==> src/design/mmac_pkg.sv <==
// Shared constants, codes and decode functions of the memory map access control hub.
package mmac_pkg;
   localparam int ADDR_W = 24;
   localparam int DATA_W = 16;
   localparam int RADDR_W = 16;
   localparam int CODE_W = 4;
   localparam int NINIT = 3;
   localparam int NRES = 3;
   localparam int CPU_STATE_W = 3;
   localparam int IRQ_W = 2;

   typedef logic [CODE_W-1:0] mmac_code_t;
   typedef logic [1:0] mmac_res_t;

   // Initiator slots, lowest index wins arbitration.
   localparam int IX_BDC = 0;
   localparam int IX_CPU = 1;
   localparam int IX_ADC = 2;

   localparam mmac_res_t RES_PER = 2'h0;
   localparam mmac_res_t RES_RAM = 2'h1;
   localparam mmac_res_t RES_NVM = 2'h2;

   localparam mmac_code_t ITR_NONE = 4'h0;
   localparam mmac_code_t ITR_CPU = 4'h1;
   localparam mmac_code_t ITR_ADC = 4'h3;

   localparam mmac_code_t TGT_NONE = 4'h0;
   localparam mmac_code_t TGT_REG = 4'h1;
   localparam mmac_code_t TGT_RAM = 4'h2;
   localparam mmac_code_t TGT_EEP = 4'h3;
   localparam mmac_code_t TGT_PFL = 4'h4;
   localparam mmac_code_t TGT_IFR = 4'h5;

   localparam mmac_code_t ACC_NONE = 4'h0;
   localparam mmac_code_t ACC_OPC = 4'h1;
   localparam mmac_code_t ACC_VEC = 4'h2;
   localparam mmac_code_t ACC_LOAD = 4'h3;
   localparam mmac_code_t ACC_STORE = 4'h4;

   localparam mmac_code_t ERR_NONE = 4'h0;
   localparam mmac_code_t ERR_ILL = 4'h1;
   localparam mmac_code_t ERR_ECC = 4'h2;

   // Region bounds inside the 16 MByte space; gaps are unmapped.
   localparam logic [ADDR_W-1:0] REG_LO = 24'h000000;
   localparam logic [ADDR_W-1:0] REG_HI = 24'h000fff;
   localparam logic [ADDR_W-1:0] RAM_LO = 24'h001000;
   localparam logic [ADDR_W-1:0] RAM_HI = 24'h004fff;
   localparam logic [ADDR_W-1:0] EEP_LO = 24'h100000;
   localparam logic [ADDR_W-1:0] EEP_HI = 24'h1007ff;
   localparam logic [ADDR_W-1:0] IFR_LO = 24'h1f0000;
   localparam logic [ADDR_W-1:0] IFR_HI = 24'h1f01ff;
   localparam logic [ADDR_W-1:0] PFL_LO = 24'hfe0000;
   localparam logic [ADDR_W-1:0] PFL_HI = 24'hffffff;

   localparam logic [RADDR_W-1:0] OFS_MODE = 16'h0070;
   localparam logic [RADDR_W-1:0] OFS_EC = 16'h0080;
   localparam logic [RADDR_W-1:0] OFS_CCR = 16'h0082;
   localparam logic [RADDR_W-1:0] OFS_PCH = 16'h0085;
   localparam logic [RADDR_W-1:0] OFS_PCM = 16'h0086;
   localparam logic [RADDR_W-1:0] OFS_PCL = 16'h0087;
   localparam logic [RADDR_W-1:0] OFS_IST = 16'h0090;
   localparam logic [RADDR_W-1:0] OFS_IMSK = 16'h0092;

   localparam logic [DATA_W-1:0] EC_CLEAR = 16'hffff;
   localparam int MODE_BIT = 7;
   localparam int CCR_U_BIT = 15;
   localparam int CCR_X_BIT = 6;
   localparam int CCR_I_BIT = 4;
   localparam int ST_U = 2;
   localparam int ST_X = 1;
   localparam int ST_I = 0;
   localparam int IST_ILL = 0;
   localparam int IST_ECC = 1;

   function automatic mmac_code_t tgt_of(input logic [ADDR_W-1:0] a);
      if (a <= REG_HI) return TGT_REG;
      if (a >= RAM_LO && a <= RAM_HI) return TGT_RAM;
      if (a >= EEP_LO && a <= EEP_HI) return TGT_EEP;
      if (a >= IFR_LO && a <= IFR_HI) return TGT_IFR;
      if (a >= PFL_LO) return TGT_PFL;
      return TGT_NONE;
   endfunction

   function automatic mmac_res_t res_of(input mmac_code_t t);
      if (t == TGT_RAM) return RES_RAM;
      if (t == TGT_REG) return RES_PER;
      return RES_NVM;
   endfunction

   function automatic logic is_illegal(input mmac_code_t t, input mmac_code_t acc);
      if (t == TGT_NONE) return 1'b1;
      if (acc == ACC_NONE || acc > ACC_STORE) return 1'b1;
      if (acc == ACC_STORE && (t == TGT_EEP || t == TGT_PFL || t == TGT_IFR)) return 1'b1;
      if ((acc == ACC_OPC || acc == ACC_VEC) && t == TGT_REG) return 1'b1;
      return 1'b0;
   endfunction
endpackage

==> src/design/mmac_sync3.sv <==
// Three-stage pin synchroniser that accepts a change once stages two and three agree.
`timescale 1ns/1ps
`default_nettype none
module mmac_sync3 (
   input wire logic clk,
   input wire logic pin,
   output var logic level
);
   logic s1_reg;
   logic s2_reg;
   logic s3_reg;

   // No reset: the chain must keep sampling while reset is held so the level is valid at release.
   always_ff @(posedge clk) begin
      s1_reg <= pin;
      s2_reg <= s1_reg;
      s3_reg <= s2_reg;
      if (s2_reg == s3_reg) begin
         level <= s3_reg;
      end
   end
endmodule
`default_nettype wire

==> src/design/mmac_arb.sv <==
// Fixed-priority one-hot grant for one target resource.
`timescale 1ns/1ps
`default_nettype none
module mmac_arb
   import mmac_pkg::*;
(
   input wire logic [mmac_pkg::NINIT-1:0] req,
   output logic [mmac_pkg::NINIT-1:0] gnt
);
   always_comb begin
      gnt = '0;
      for (int i = NINIT - 1; i >= 0; i--) begin
         if (req[i]) begin
            gnt = '0;
            gnt[i] = 1'b1;
         end
      end
   end
endmodule
`default_nettype wire

==> src/design/mmac_top.sv <==
// Memory map access control hub: decode, arbitration, protection, violation log and mode bit.
//
// Strobed register access and the address map were left to the implementer.
`timescale 1ns/1ps
`default_nettype none
//
// Overview of operation
// Serve CPU, debug port and ADC; ADC gets direct memory access.
// Decode every initiator address into one 16 MByte space.
// Accesses to different resources from different initiators proceed together.
// Arbitrate competing initiators by priority; check protection on every access.
// Unsupported or prohibited accesses, such as stores to NVM, are illegal.
// Illegal accesses and uncorrectable ECC errors are both access violations.
// Any violation raises a machine exception toward the CPU.
// A violation logs CPU state, program counter and error cause; only CPU and ADC violations are logged, not BDC ones.
// Active only in run and wait; no bus activity in stop.
// External reset is active low.
// At reset release the mode pin level is latched into the mode bit.
// Only special single-chip to normal single-chip mode change is accepted.
// Writing all ones to the error code pair clears it; else unchanged.
// Initiator field: 0 none, 1 CPU, 3 ADC, others reserved.
// Target field: 0 none, 1 regs, 2 RAM, 3 EEPROM, 4 flash, 5 info row.
// Access field: 0 none, 1 opcode, 2 vector, 3 load, 4 store.
// Error field: 0 none, 1 illegal address, 2 uncorrectable ECC.
module mmac_top
   import mmac_pkg::*;
(
   input wire logic CLK,
   input wire logic NRST,
   input wire logic STOP_MODE,
   input wire logic MODE_CONFIG_PIN,
   output logic CHIP_MODE,
   input wire logic CPU_REQ,
   input wire logic [mmac_pkg::ADDR_W-1:0] CPU_ADDR,
   input wire logic [mmac_pkg::CODE_W-1:0] CPU_ACC,
   input wire logic [mmac_pkg::DATA_W-1:0] CPU_WDATA,
   input wire logic [mmac_pkg::ADDR_W-1:0] CPU_PC,
   input wire logic [mmac_pkg::CPU_STATE_W-1:0] CPU_STATE,
   output logic CPU_GNT,
   output logic CPU_DONE,
   output logic CPU_ERR,
   output logic [mmac_pkg::DATA_W-1:0] CPU_RDATA,
   output logic MACHINE_EXC,
   input wire logic BDC_REQ,
   input wire logic [mmac_pkg::ADDR_W-1:0] BDC_ADDR,
   input wire logic [mmac_pkg::CODE_W-1:0] BDC_ACC,
   input wire logic [mmac_pkg::DATA_W-1:0] BDC_WDATA,
   output logic BDC_GNT,
   output logic BDC_DONE,
   output logic BDC_ERR,
   output logic [mmac_pkg::DATA_W-1:0] BDC_RDATA,
   input wire logic ADC_REQ,
   input wire logic [mmac_pkg::ADDR_W-1:0] ADC_ADDR,
   input wire logic [mmac_pkg::CODE_W-1:0] ADC_ACC,
   input wire logic [mmac_pkg::DATA_W-1:0] ADC_WDATA,
   output logic ADC_GNT,
   output logic ADC_DONE,
   output logic ADC_ERR,
   output logic [mmac_pkg::DATA_W-1:0] ADC_RDATA,
   output logic PER_SEL,
   output logic [mmac_pkg::ADDR_W-1:0] PER_ADDR,
   output logic PER_WE,
   output logic [mmac_pkg::DATA_W-1:0] PER_WDATA,
   input wire logic [mmac_pkg::DATA_W-1:0] PER_RDATA,
   output logic RAM_SEL,
   output logic [mmac_pkg::ADDR_W-1:0] RAM_ADDR,
   output logic RAM_WE,
   output logic [mmac_pkg::DATA_W-1:0] RAM_WDATA,
   input wire logic [mmac_pkg::DATA_W-1:0] RAM_RDATA,
   input wire logic RAM_ECC_ERR,
   output logic NVM_SEL,
   output logic [mmac_pkg::ADDR_W-1:0] NVM_ADDR,
   output logic NVM_WE,
   output logic [mmac_pkg::DATA_W-1:0] NVM_WDATA,
   input wire logic [mmac_pkg::DATA_W-1:0] NVM_RDATA,
   input wire logic NVM_ECC_ERR,
   input wire logic [mmac_pkg::RADDR_W-1:0] REG_ADDR,
   input wire logic [mmac_pkg::DATA_W-1:0] REG_WDATA,
   input wire logic REG_WR,
   input wire logic REG_RD,
   output logic [mmac_pkg::DATA_W-1:0] REG_RDATA,
   output logic IRQ
);
   import mmac_pkg::*;

   logic i_req [NINIT];
   logic [ADDR_W-1:0] i_addr [NINIT];
   mmac_code_t i_acc [NINIT];
   logic [DATA_W-1:0] i_wdata [NINIT];
   mmac_code_t tgt [NINIT];
   mmac_res_t res [NINIT];
   logic ill [NINIT];
   logic gnt [NINIT];
   logic [NINIT-1:0] rq [NRES];
   logic [NINIT-1:0] g [NRES];
   logic [DATA_W-1:0] mem_rdata [NRES];
   logic mem_ecc [NRES];
   logic msel_reg [NRES];
   logic [ADDR_W-1:0] maddr_reg [NRES];
   logic mwe_reg [NRES];
   logic [DATA_W-1:0] mwdata_reg [NRES];
   logic s1_vld_reg [NINIT];
   logic s1_ill_reg [NINIT];
   mmac_code_t s1_tgt_reg [NINIT];
   mmac_code_t s1_acc_reg [NINIT];
   mmac_res_t s1_res_reg [NINIT];
   logic [ADDR_W-1:0] s1_pc_reg;
   logic [CPU_STATE_W-1:0] s1_st_reg;
   logic ecc [NINIT];
   logic viol [NINIT];
   logic done_reg [NINIT];
   logic err_reg [NINIT];
   logic [DATA_W-1:0] rdata_reg [NINIT];
   logic exc_reg;
   mmac_code_t itr_reg;
   mmac_code_t ltgt_reg;
   mmac_code_t lacc_reg;
   mmac_code_t lerr_reg;
   logic [ADDR_W-1:0] lpc_reg;
   logic [CPU_STATE_W-1:0] lst_reg;
   logic log_now;
   mmac_code_t itr_next;
   mmac_code_t ltgt_next;
   mmac_code_t lacc_next;
   mmac_code_t lerr_next;
   logic ec_clear;
   logic [IRQ_W-1:0] ist_reg;
   logic [IRQ_W-1:0] imsk_reg;
   logic [IRQ_W-1:0] ist_set;
   logic [IRQ_W-1:0] ist_clr;
   logic mode_reg;
   logic cap_pend_reg;
   logic pin_level;
   logic [DATA_W-1:0] rd_reg;
   logic [DATA_W-1:0] rd_next;

   assign i_req[IX_CPU] = CPU_REQ;
   assign i_req[IX_BDC] = BDC_REQ;
   assign i_req[IX_ADC] = ADC_REQ;
   assign i_addr[IX_CPU] = CPU_ADDR;
   assign i_addr[IX_BDC] = BDC_ADDR;
   assign i_addr[IX_ADC] = ADC_ADDR;
   assign i_acc[IX_CPU] = CPU_ACC;
   assign i_acc[IX_BDC] = BDC_ACC;
   assign i_acc[IX_ADC] = ADC_ACC;
   assign i_wdata[IX_CPU] = CPU_WDATA;
   assign i_wdata[IX_BDC] = BDC_WDATA;
   assign i_wdata[IX_ADC] = ADC_WDATA;
   assign mem_rdata[RES_PER] = PER_RDATA;
   assign mem_rdata[RES_RAM] = RAM_RDATA;
   assign mem_rdata[RES_NVM] = NVM_RDATA;
   assign mem_ecc[RES_PER] = 1'b0;
   assign mem_ecc[RES_RAM] = RAM_ECC_ERR;
   assign mem_ecc[RES_NVM] = NVM_ECC_ERR;

   // Decode, protection check and per-resource request vectors.
   always_comb begin
      for (int i = 0; i < NINIT; i++) begin
         tgt[i] = tgt_of(i_addr[i]);
         res[i] = res_of(tgt[i]);
         ill[i] = is_illegal(tgt[i], i_acc[i]);
      end
      for (int r = 0; r < NRES; r++) begin
         for (int i = 0; i < NINIT; i++) begin
            rq[r][i] = i_req[i] && !STOP_MODE && !ill[i] && res[i] == mmac_res_t'(r);
         end
      end
   end

   for (genvar r = 0; r < NRES; r++) begin : g_arb
      mmac_arb u_arb (
         .req(rq[r]),
         .gnt(g[r])
      );
   end

   // Illegal requests are taken at once and never reach a memory.
   always_comb begin
      for (int i = 0; i < NINIT; i++) begin
         gnt[i] = i_req[i] && !STOP_MODE && ill[i];
         for (int r = 0; r < NRES; r++) begin
            gnt[i] = gnt[i] | g[r][i];
         end
      end
   end

   always_ff @(posedge CLK) begin
      if (!NRST) begin
         for (int r = 0; r < NRES; r++) begin
            msel_reg[r] <= 1'b0;
            maddr_reg[r] <= '0;
            mwe_reg[r] <= 1'b0;
            mwdata_reg[r] <= '0;
         end
      end else begin
         for (int r = 0; r < NRES; r++) begin
            msel_reg[r] <= |g[r];
            mwe_reg[r] <= 1'b0;
            for (int i = 0; i < NINIT; i++) begin
               if (g[r][i]) begin
                  maddr_reg[r] <= i_addr[i];
                  mwe_reg[r] <= i_acc[i] == ACC_STORE;
                  mwdata_reg[r] <= i_wdata[i];
               end
            end
         end
      end
   end

   always_ff @(posedge CLK) begin
      if (!NRST) begin
         s1_pc_reg <= '0;
         s1_st_reg <= '0;
         for (int i = 0; i < NINIT; i++) begin
            s1_vld_reg[i] <= 1'b0;
            s1_ill_reg[i] <= 1'b0;
            s1_tgt_reg[i] <= TGT_NONE;
            s1_acc_reg[i] <= ACC_NONE;
            s1_res_reg[i] <= RES_PER;
         end
      end else begin
         if (gnt[IX_CPU]) begin
            s1_pc_reg <= CPU_PC;
            s1_st_reg <= CPU_STATE;
         end
         for (int i = 0; i < NINIT; i++) begin
            s1_vld_reg[i] <= gnt[i];
            s1_ill_reg[i] <= ill[i];
            s1_tgt_reg[i] <= tgt[i];
            s1_acc_reg[i] <= i_acc[i];
            s1_res_reg[i] <= res[i];
         end
      end
   end

   always_comb begin
      for (int i = 0; i < NINIT; i++) begin
         ecc[i] = s1_vld_reg[i] && !s1_ill_reg[i] && mem_ecc[s1_res_reg[i]];
         viol[i] = s1_vld_reg[i] && (s1_ill_reg[i] || ecc[i]);
      end
   end

   always_ff @(posedge CLK) begin
      if (!NRST) begin
         exc_reg <= 1'b0;
         for (int i = 0; i < NINIT; i++) begin
            done_reg[i] <= 1'b0;
            err_reg[i] <= 1'b0;
            rdata_reg[i] <= '0;
         end
      end else begin
         exc_reg <= viol[IX_CPU] | viol[IX_BDC] | viol[IX_ADC];
         for (int i = 0; i < NINIT; i++) begin
            done_reg[i] <= s1_vld_reg[i];
            err_reg[i] <= viol[i];
            if (s1_vld_reg[i] && !s1_ill_reg[i]) begin
               rdata_reg[i] <= mem_rdata[s1_res_reg[i]];
            end
         end
      end
   end

   // The first loggable violation is held until software clears the pair.
   always_comb begin
      log_now = 1'b0;
      itr_next = ITR_NONE;
      ltgt_next = TGT_NONE;
      lacc_next = ACC_NONE;
      lerr_next = ERR_NONE;
      if (viol[IX_ADC]) begin
         log_now = 1'b1;
         itr_next = ITR_ADC;
         ltgt_next = s1_tgt_reg[IX_ADC];
         lacc_next = s1_acc_reg[IX_ADC];
         lerr_next = s1_ill_reg[IX_ADC] ? ERR_ILL : ERR_ECC;
      end
      if (viol[IX_CPU]) begin
         log_now = 1'b1;
         itr_next = ITR_CPU;
         ltgt_next = s1_tgt_reg[IX_CPU];
         lacc_next = s1_acc_reg[IX_CPU];
         lerr_next = s1_ill_reg[IX_CPU] ? ERR_ILL : ERR_ECC;
      end
   end

   assign ec_clear = REG_WR && REG_ADDR == OFS_EC && REG_WDATA == EC_CLEAR;

   always_ff @(posedge CLK) begin
      if (!NRST) begin
         itr_reg <= ITR_NONE;
         ltgt_reg <= TGT_NONE;
         lacc_reg <= ACC_NONE;
         lerr_reg <= ERR_NONE;
         lpc_reg <= '0;
         lst_reg <= '0;
      end else if (log_now && (itr_reg == ITR_NONE || ec_clear)) begin
         itr_reg <= itr_next;
         ltgt_reg <= ltgt_next;
         lacc_reg <= lacc_next;
         lerr_reg <= lerr_next;
         lpc_reg <= s1_pc_reg;
         lst_reg <= s1_st_reg;
      end else if (ec_clear) begin
         itr_reg <= ITR_NONE;
         ltgt_reg <= TGT_NONE;
         lacc_reg <= ACC_NONE;
         lerr_reg <= ERR_NONE;
      end
   end

   always_comb begin
      ist_set = '0;
      ist_clr = '0;
      for (int i = 0; i < NINIT; i++) begin
         ist_set[IST_ILL] = ist_set[IST_ILL] | (s1_vld_reg[i] && s1_ill_reg[i]);
         ist_set[IST_ECC] = ist_set[IST_ECC] | ecc[i];
      end
      if (REG_WR && REG_ADDR == OFS_IST) begin
         ist_clr = REG_WDATA[IRQ_W-1:0];
      end
   end

   always_ff @(posedge CLK) begin
      if (!NRST) begin
         ist_reg <= '0;
         imsk_reg <= '0;
      end else begin
         ist_reg <= (ist_reg & ~ist_clr) | ist_set;
         if (REG_WR && REG_ADDR == OFS_IMSK) begin
            imsk_reg <= REG_WDATA[IRQ_W-1:0];
         end
      end
   end

   mmac_sync3 u_mode_sync (
      .clk(CLK),
      .pin(MODE_CONFIG_PIN),
      .level(pin_level)
   );

   always_ff @(posedge CLK) begin
      if (!NRST) begin
         mode_reg <= 1'b0;
         cap_pend_reg <= 1'b1;
      end else if (cap_pend_reg) begin
         mode_reg <= pin_level;
         cap_pend_reg <= 1'b0;
      end else if (REG_WR && REG_ADDR == OFS_MODE && !mode_reg && REG_WDATA[MODE_BIT]) begin
         mode_reg <= 1'b1;
      end
   end

   always_comb begin
      rd_next = '0;
      unique case (REG_ADDR)
         OFS_MODE: rd_next[MODE_BIT] = mode_reg;
         OFS_EC: rd_next = {itr_reg, ltgt_reg, lacc_reg, lerr_reg};
         OFS_CCR: begin
            rd_next[CCR_U_BIT] = lst_reg[ST_U];
            rd_next[CCR_X_BIT] = lst_reg[ST_X];
            rd_next[CCR_I_BIT] = lst_reg[ST_I];
         end
         OFS_PCH: rd_next[7:0] = lpc_reg[23:16];
         OFS_PCM: rd_next[7:0] = lpc_reg[15:8];
         OFS_PCL: rd_next[7:0] = lpc_reg[7:0];
         OFS_IST: rd_next[IRQ_W-1:0] = ist_reg;
         OFS_IMSK: rd_next[IRQ_W-1:0] = imsk_reg;
         default: rd_next = '0;
      endcase
   end

   always_ff @(posedge CLK) begin
      if (!NRST) begin
         rd_reg <= '0;
      end else begin
         rd_reg <= REG_RD ? rd_next : '0;
      end
   end

   assign CHIP_MODE = mode_reg;
   assign REG_RDATA = rd_reg;
   assign IRQ = |(ist_reg & imsk_reg);
   assign MACHINE_EXC = exc_reg;
   assign CPU_GNT = gnt[IX_CPU];
   assign BDC_GNT = gnt[IX_BDC];
   assign ADC_GNT = gnt[IX_ADC];
   assign CPU_DONE = done_reg[IX_CPU];
   assign BDC_DONE = done_reg[IX_BDC];
   assign ADC_DONE = done_reg[IX_ADC];
   assign CPU_ERR = err_reg[IX_CPU];
   assign BDC_ERR = err_reg[IX_BDC];
   assign ADC_ERR = err_reg[IX_ADC];
   assign CPU_RDATA = rdata_reg[IX_CPU];
   assign BDC_RDATA = rdata_reg[IX_BDC];
   assign ADC_RDATA = rdata_reg[IX_ADC];
   assign PER_SEL = msel_reg[RES_PER];
   assign PER_ADDR = maddr_reg[RES_PER];
   assign PER_WE = mwe_reg[RES_PER];
   assign PER_WDATA = mwdata_reg[RES_PER];
   assign RAM_SEL = msel_reg[RES_RAM];
   assign RAM_ADDR = maddr_reg[RES_RAM];
   assign RAM_WE = mwe_reg[RES_RAM];
   assign RAM_WDATA = mwdata_reg[RES_RAM];
   assign NVM_SEL = msel_reg[RES_NVM];
   assign NVM_ADDR = maddr_reg[RES_NVM];
   assign NVM_WE = mwe_reg[RES_NVM];
   assign NVM_WDATA = mwdata_reg[RES_NVM];
endmodule
`default_nettype wire

==> config.mk <==
export PLATFORM = sky130hd
export DESIGN_NAME = mmac_top
export DESIGN_NICKNAME = d
export VERILOG_FILES = /design/src/design/mmac_pkg.sv /design/src/design/mmac_sync3.sv /design/src/design/mmac_arb.sv /design/src/design/mmac_top.sv
export SDC_FILE = /design/constraint.sdc
export NUM_CORES = 1
export LEC_CHECK = 0
export BUFFER_PORTS_ARGS = -buffer_cell sky130_fd_sc_hd__buf_2
export CAP_MARGIN = 10
export CORE_ASPECT_RATIO = 1.4
export CORE_MARGIN = 2
export CORE_UTILIZATION = 36
export CTS_BUF_LIST = sky130_fd_sc_hd__clkbuf_8
export DETAILED_ROUTE_END_ITERATION = 8
export PLACE_DENSITY = 0.61
export REMOVE_ABC_BUFFERS = 1
export SKIP_CTS_REPAIR_TIMING = 1
export SYNTH_ARGS = -nofsm -noshare
export SYNTH_HDL_FRONTEND = slang
export SYNTH_SLANG_ARGS = --single-unit
==> constraint.sdc <==
create_clock -name CLK -period 10.9 [get_ports CLK]
set_clock_uncertainty 0.2 [all_clocks]
set_input_delay 2.18 -clock CLK [delete_from_list [all_inputs] [get_ports CLK]]
set_output_delay 2.18 -clock CLK [all_outputs]
set_load 0.05 [all_outputs]
# After elaboration in Yosys (flattened, before gate mapping)
# Memory sizes are Yosys's and may differ from the RTL's.
# Cells that the tools add are included.
# totals
register_bits	97
latch_bits	0
mem_bits_rw	216
rom_bits	0
inputBits	250
out_inout_bits	202
n_memories	12
# classes
add_sub_neg	0
n_mul	0
n_div	0
order_cmp	30
n_eq_ne	40
shifts	0
n_mux	299
bitwise_logic	79
n_reduce_logical	95
# mem_list
name	depth	width	rd	rd_clocked_by_memory_dff	wr	line_no	source
maddr_reg	3	24	3	0	3	mmac_top.sv:99	logic [ADDR_W-1:0] maddr_reg [NRES];
mwdata_reg	3	16	3	0	3	mmac_top.sv:101	logic [DATA_W-1:0] mwdata_reg [NRES];
rdata_reg	3	16	3	0	3	mmac_top.sv:113	logic [DATA_W-1:0] rdata_reg [NINIT];
s1_acc_reg	3	4	2	0	3	mmac_top.sv:105	mmac_code_t s1_acc_reg [NINIT];
s1_tgt_reg	3	4	2	0	3	mmac_top.sv:104	mmac_code_t s1_tgt_reg [NINIT];
s1_res_reg	3	2	3	0	3	mmac_top.sv:106	mmac_res_t s1_res_reg [NINIT];
6 more memories	--	--	--	--	--	--	
# op_table
cell	n
16-bit two-way mux	18
24-bit two-way mux	9
4-bit two-way mux	47
1-bit two-way mux	183
24-bit by 21-bit greater-or-equal comparator with 1-bit output (second input constant)	6
24-bit by 21-bit less-or-equal comparator with 1-bit output (second input constant)	6
16-bit by 8-bit equality test with 1-bit output (second input constant)	7
16-bit binary-select mux with 2-bit select	3
24-bit by 13-bit greater-or-equal comparator with 1-bit output (second input constant)	3
24-bit greater-or-equal comparator (second input constant)	3
24-bit by 12-bit less-or-equal comparator with 1-bit output (second input constant)	3
24-bit by 15-bit less-or-equal comparator with 1-bit output (second input constant)	3
1-bit OR	72
1-bit logical AND	53
2-bit two-way mux	20
4-bit by 2-bit equality test with 1-bit output (second input constant)	9
4-bit by 3-bit equality test with 1-bit output (second input constant)	9
4-bit zero test	7
3-bit two-way mux	9
4-bit by 1-bit equality test with 1-bit output (second input constant)	6
16-bit equality test (second input constant)	1
16-bit by 7-bit equality test with 1-bit output (second input constant)	1
1-bit logical OR	16
1-bit one-hot mux with 5 select lines	3
21 further kinds	46

# Depth between registers and ports, before layout
# depth
ltp_word	44
depth_mapped	11
mapped_depth_nobuf	7

# Cells and area by module
# From an unflattened synthesis, not the netlist that was laid out.
# unflattened
hier_cells	1584
area_unflattened_um2	14622.8
# modules_own_cells
module	instances	cells_per_inst	area_per_inst_um2	seq_area_each_um2
mmac_top	1	1570	14445.1	7557.2
mmac_sync3	1	5	98.8	90.1
mmac_arb	3	3	26.3	0.0

# Worst setup path before layout
# No wires, ideal clock.
# synth_timing
kind	input to output
start	input ADC_ADDR[14] (netlist bit)
end	output ADC_GNT
arrival_ps	4447
required_ps	8520
setup_slack_ps	4073
cell_stages	8
path_cell_list	nor3_1 inv_1 a2111oi_0 o31ai_1 a311o_1 clkbuf_1 o21bai_1 nand2_1
# synth_via
elab_chain_cells	30
word_cells_on_any_way	86
cone_classes	order compare: 8; eq/ne: 7; mux: 53; bitwise: 3; reduce/logical: 15
# synth_lines
item	line_no	source
start, declared	mmac_top.sv:53	input wire logic [mmac_pkg::ADDR_W-1:0] ADC_ADDR,
24-bit greater-or-equal comparator, or another cell as far along	mmac_pkg.sv:82	if (a >= PFL_LO) return TGT_PFL;
1-bit two-way mux / 1-bit logical AND (equally long branches)	mmac_pkg.sv:82, mmac_pkg.sv:79	
1-bit two-way mux / 4-bit two-way mux (equally long branches)	mmac_pkg.sv:82, mmac_pkg.sv:79	
1-bit two-way mux / 4-bit two-way mux (equally long branches)	mmac_pkg.sv:81, mmac_pkg.sv:80	
1-bit two-way mux / 4-bit two-way mux (equally long branches)	mmac_pkg.sv:80, mmac_pkg.sv:81	
1-bit two-way mux / 4-bit two-way mux (equally long branches)	mmac_pkg.sv:79, mmac_pkg.sv:82	
4-bit two-way mux	mmac_pkg.sv:83	return TGT_NONE;
4-bit two-way mux	mmac_pkg.sv:82	
[10 not listed]	--	
1-bit two-way mux	mmac_pkg.sv:96	if ((acc == ACC_OPC || acc == ACC_VEC) && t == TGT_REG) return 1'b1;
1-bit two-way mux	mmac_pkg.sv:95	if (acc == ACC_STORE && (t == TGT_EEP || t == TGT_PFL || t == TGT_IFR)) return 1'b1;
1-bit two-way mux	mmac_pkg.sv:94	if (acc == ACC_NONE || acc > ACC_STORE) return 1'b1;
1-bit zero test	mmac_top.sv:165	rq[r][i] = i_req[i] && !STOP_MODE && !ill[i] && res[i] == mmac_res_t'(r);
1-bit logical AND (2 in a row)	mmac_top.sv:165	
3-bit two-way mux (3 in a row)	mmac_arb.sv:13	if (req[i]) begin
1-bit OR (2 in a row)	mmac_top.sv:182	gnt[i] = gnt[i] | g[r][i];
1-bit OR *	mmac_top.sv:182	
end, declared	mmac_top.sv:56	output logic ADC_GNT,
# Every way passes the cells marked *; elsewhere a longest branch is shown, timed or not. The select of a mux whose other input is x is not followed.

# Worst setup path after layout
# layout_timing
start	input ADC_ADDR[13] (netlist bit)
end	output ADC_GNT
# The elaborated chain is that of the path after synthesis.

==> out/qor.txt <==
CTS tree - built
Vias - 13,100
Final Hold Viols - 0
Worst-path clk slew - 60 ps
CP Data Arrival Time - 5100 ps
Top cells by area, synth - edfxtp_1 37%, dfxtp_1 18%, mux2i_1 9.5%
Die area - 0.0408 sq mm
Post-Route Utilization - 46.3%
Synth cell count leaders - 204 x nor2_1, 172 x edfxtp_1, 134 x mux2i_1, 134 x nand2_1
Die height - 238 um
Drt first pass iters - 6
GPL Wtd Cong - 0.888
P per Cell Area - 146 mW/mm^2
Final Setup Violations - 0
Synth warn - 0
Largest net degree at the start of global routing - 92
Post-Syn Area per Cell - 9.87 sq um
Max clock buf depth - 3
Predominant post-synthesis flop cell - edfxtp_1
Non-filler cells, final - 2,429
Max_cap viols - 0
Worst EP required - 8520 ps
Final hold slack - 164 ps
Final period utilization - 68.6%
Max FO, Critical Path - 8
Worst slew pin tran - 1160 ps
Antenna-violating nets left - 0
CP startpoint kind - input port
H-tree Lvls - 2
Worst setup path class - input port to output port
Final Slew Violations - 0
Status - finished, final reports clean
Total GRT Usage - 24.1%
CTS Root Cell - clkbuf_8
Num CTS Buffers - 48
Wire length per cell - 21.0 um
Setup crit end kind - output port
Vias in the first global route - 12,900
Worst-skew pair later-pin latency - 600 ps
Mapped Cells - 1,431
Share of layout cells above drive strength 1 - 29.8%
RSZ-0062 raised after global routing - no
Asr flop ratio synth - 0%
I/O Pins - 452
Final net count - 2,107
Vias per cell - 5.40
Initial antenna violation count - 13
Port bufs - 449
CTS Sinks - 296
Initial Utilization - 36.6%
Headroom to the max-slew limit - 21.5%
Area Growth Syn to Fin - 26.7%
Total grt overflow - 0
Synth cell types - 66
Fin crit period - 7480 ps
Placed cells - 2,327
Most frequent cell after synthesis - nor2_1
Die outline width - 171 um
Yosys top cell by area - edfxtp_1
First-pass GRT wire length - 74,800 um
Synth top area share - 36.6%
Fmax - 134 MHz
Worst IR Drop VDD - 0.100 mV
Core Area - 0.0386 sq mm
Detail Placement HPWL - 35,700 um
Netlist Area Pre-Place - 0.0141 sq mm
Sequential area share after synthesis - 54.2%
# rows - 85
Synthesis-stage register bit count - 296
Residual DRC - 0
Leak - 7.27 nW
Worst min-delay path class - flip-flop to flip-flop
Setup TNS - 0 ps
EDFF count, synth - 172
Total wire length - 51,100 um
Initial DRC Count - 1,001
Number of flip-flops in the largest register - 72
-- area by class of cell --
cell class                 count  area [sq um]
antenna                       10          25.0
clock buffer                  54           743
clock inverter                36           220
fill                        3771         20700
inverter                      14          52.6
multi-input combinational   1023          6100
sequential                   296          7650
tap                          522           653
timing repair buffer         474          2450
-- stage by stage --
stage | setup WS [ps] | total power [mW] | area, sq um
after floorplan | 2430 | 1.51 | 13700
after global placement | 3560 | 1.65 | 16900
after detailed placement | 3470 | 1.66 | 16900
after CTS | 3470 | 2.64 | 17800
after global routing | 3160 | 2.71 | 17900
final | 3420 | 2.61 | 17900
-- per-layer routing --
layer,global-route usage [%],share of wire [%]
met1,28.0,37
met2,40.9,49
met3,6.17,9.6
met4,12.2,3.9
met5,0,0.065
-- worst paths after layout --
check / startpoint / endpoint / slack, ps / depth (start not counted)
setup / recovery: ADC_ADDR[13] / ADC_GNT / 3420 / 9
hold / removal: u_mode_sync.s2_reg / u_mode_sync.s3_reg / 160 / 0
setup reg to reg: s1_res_reg[0][2] / lpc_reg[12] / 7240 / 7
hold reg to reg: u_mode_sync.s2_reg / u_mode_sync.s3_reg / 160 / 0
-- placed cells by master (no fill, tap or decap), types with 4 or more instances in the layout --
cell type	instances
clkbuf_8	54
and2_1	38
and3_1	14
nor4_1	12
a211oi_1	32
clkinv_1	8
buf_4	23
clkinv_2	4
dfxtp_1	124
nand3_1	50
nand2_1	130
nor2_1	204
nand3b_1	5
nor3_1	48
diode_2	10
conb_1	6
a21oi_1	124
nor3b_1	6
a222oi_1	7
or3_1	5
mux2i_1	134
buf_2	449
a22o_1	8
nand4_1	12
nor2b_1	10
a31oi_1	53
o21ai_0	38
o21a_1	4
inv_1	32
edfxtp_1	172
a22oi_1	17
nand2_2	4
-- critical path, stage by stage --
cell       delay (ps)
buf_2             150
nor3_1            780
inv_1             160
a2111oi_0         670
o31ai_1           150
a311o_2           420
o21bai_1          190
nand2_1           140
buf_2             240
-- kinds of logic after synthesis --
| logic type | count (synthesis) | share of synthesized area, % |
|---|---|---|
| simple gates | 566 | 18.8 |
| compound gates | 312 | 13.7 |
| flops | 296 | 54.2 |
| mux | 136 | 9.66 |
| buf+inv | 116 | 3.34 |
| other cells | 2 | 0.0532 |
| xor+xnor | 2 | 0.124 |
| fa+ha+maj | 1 | 0.0709 |
-- power breakdown --
part | internal [mW] | switching [mW]
Clock | 0.506 | 0.465
Combinational | 0.100 | 0.285
Sequential | 1.23 | 0.0184
Total | 1.84 | 0.769
No activity file was read; power rests on OpenSTA's default activity.
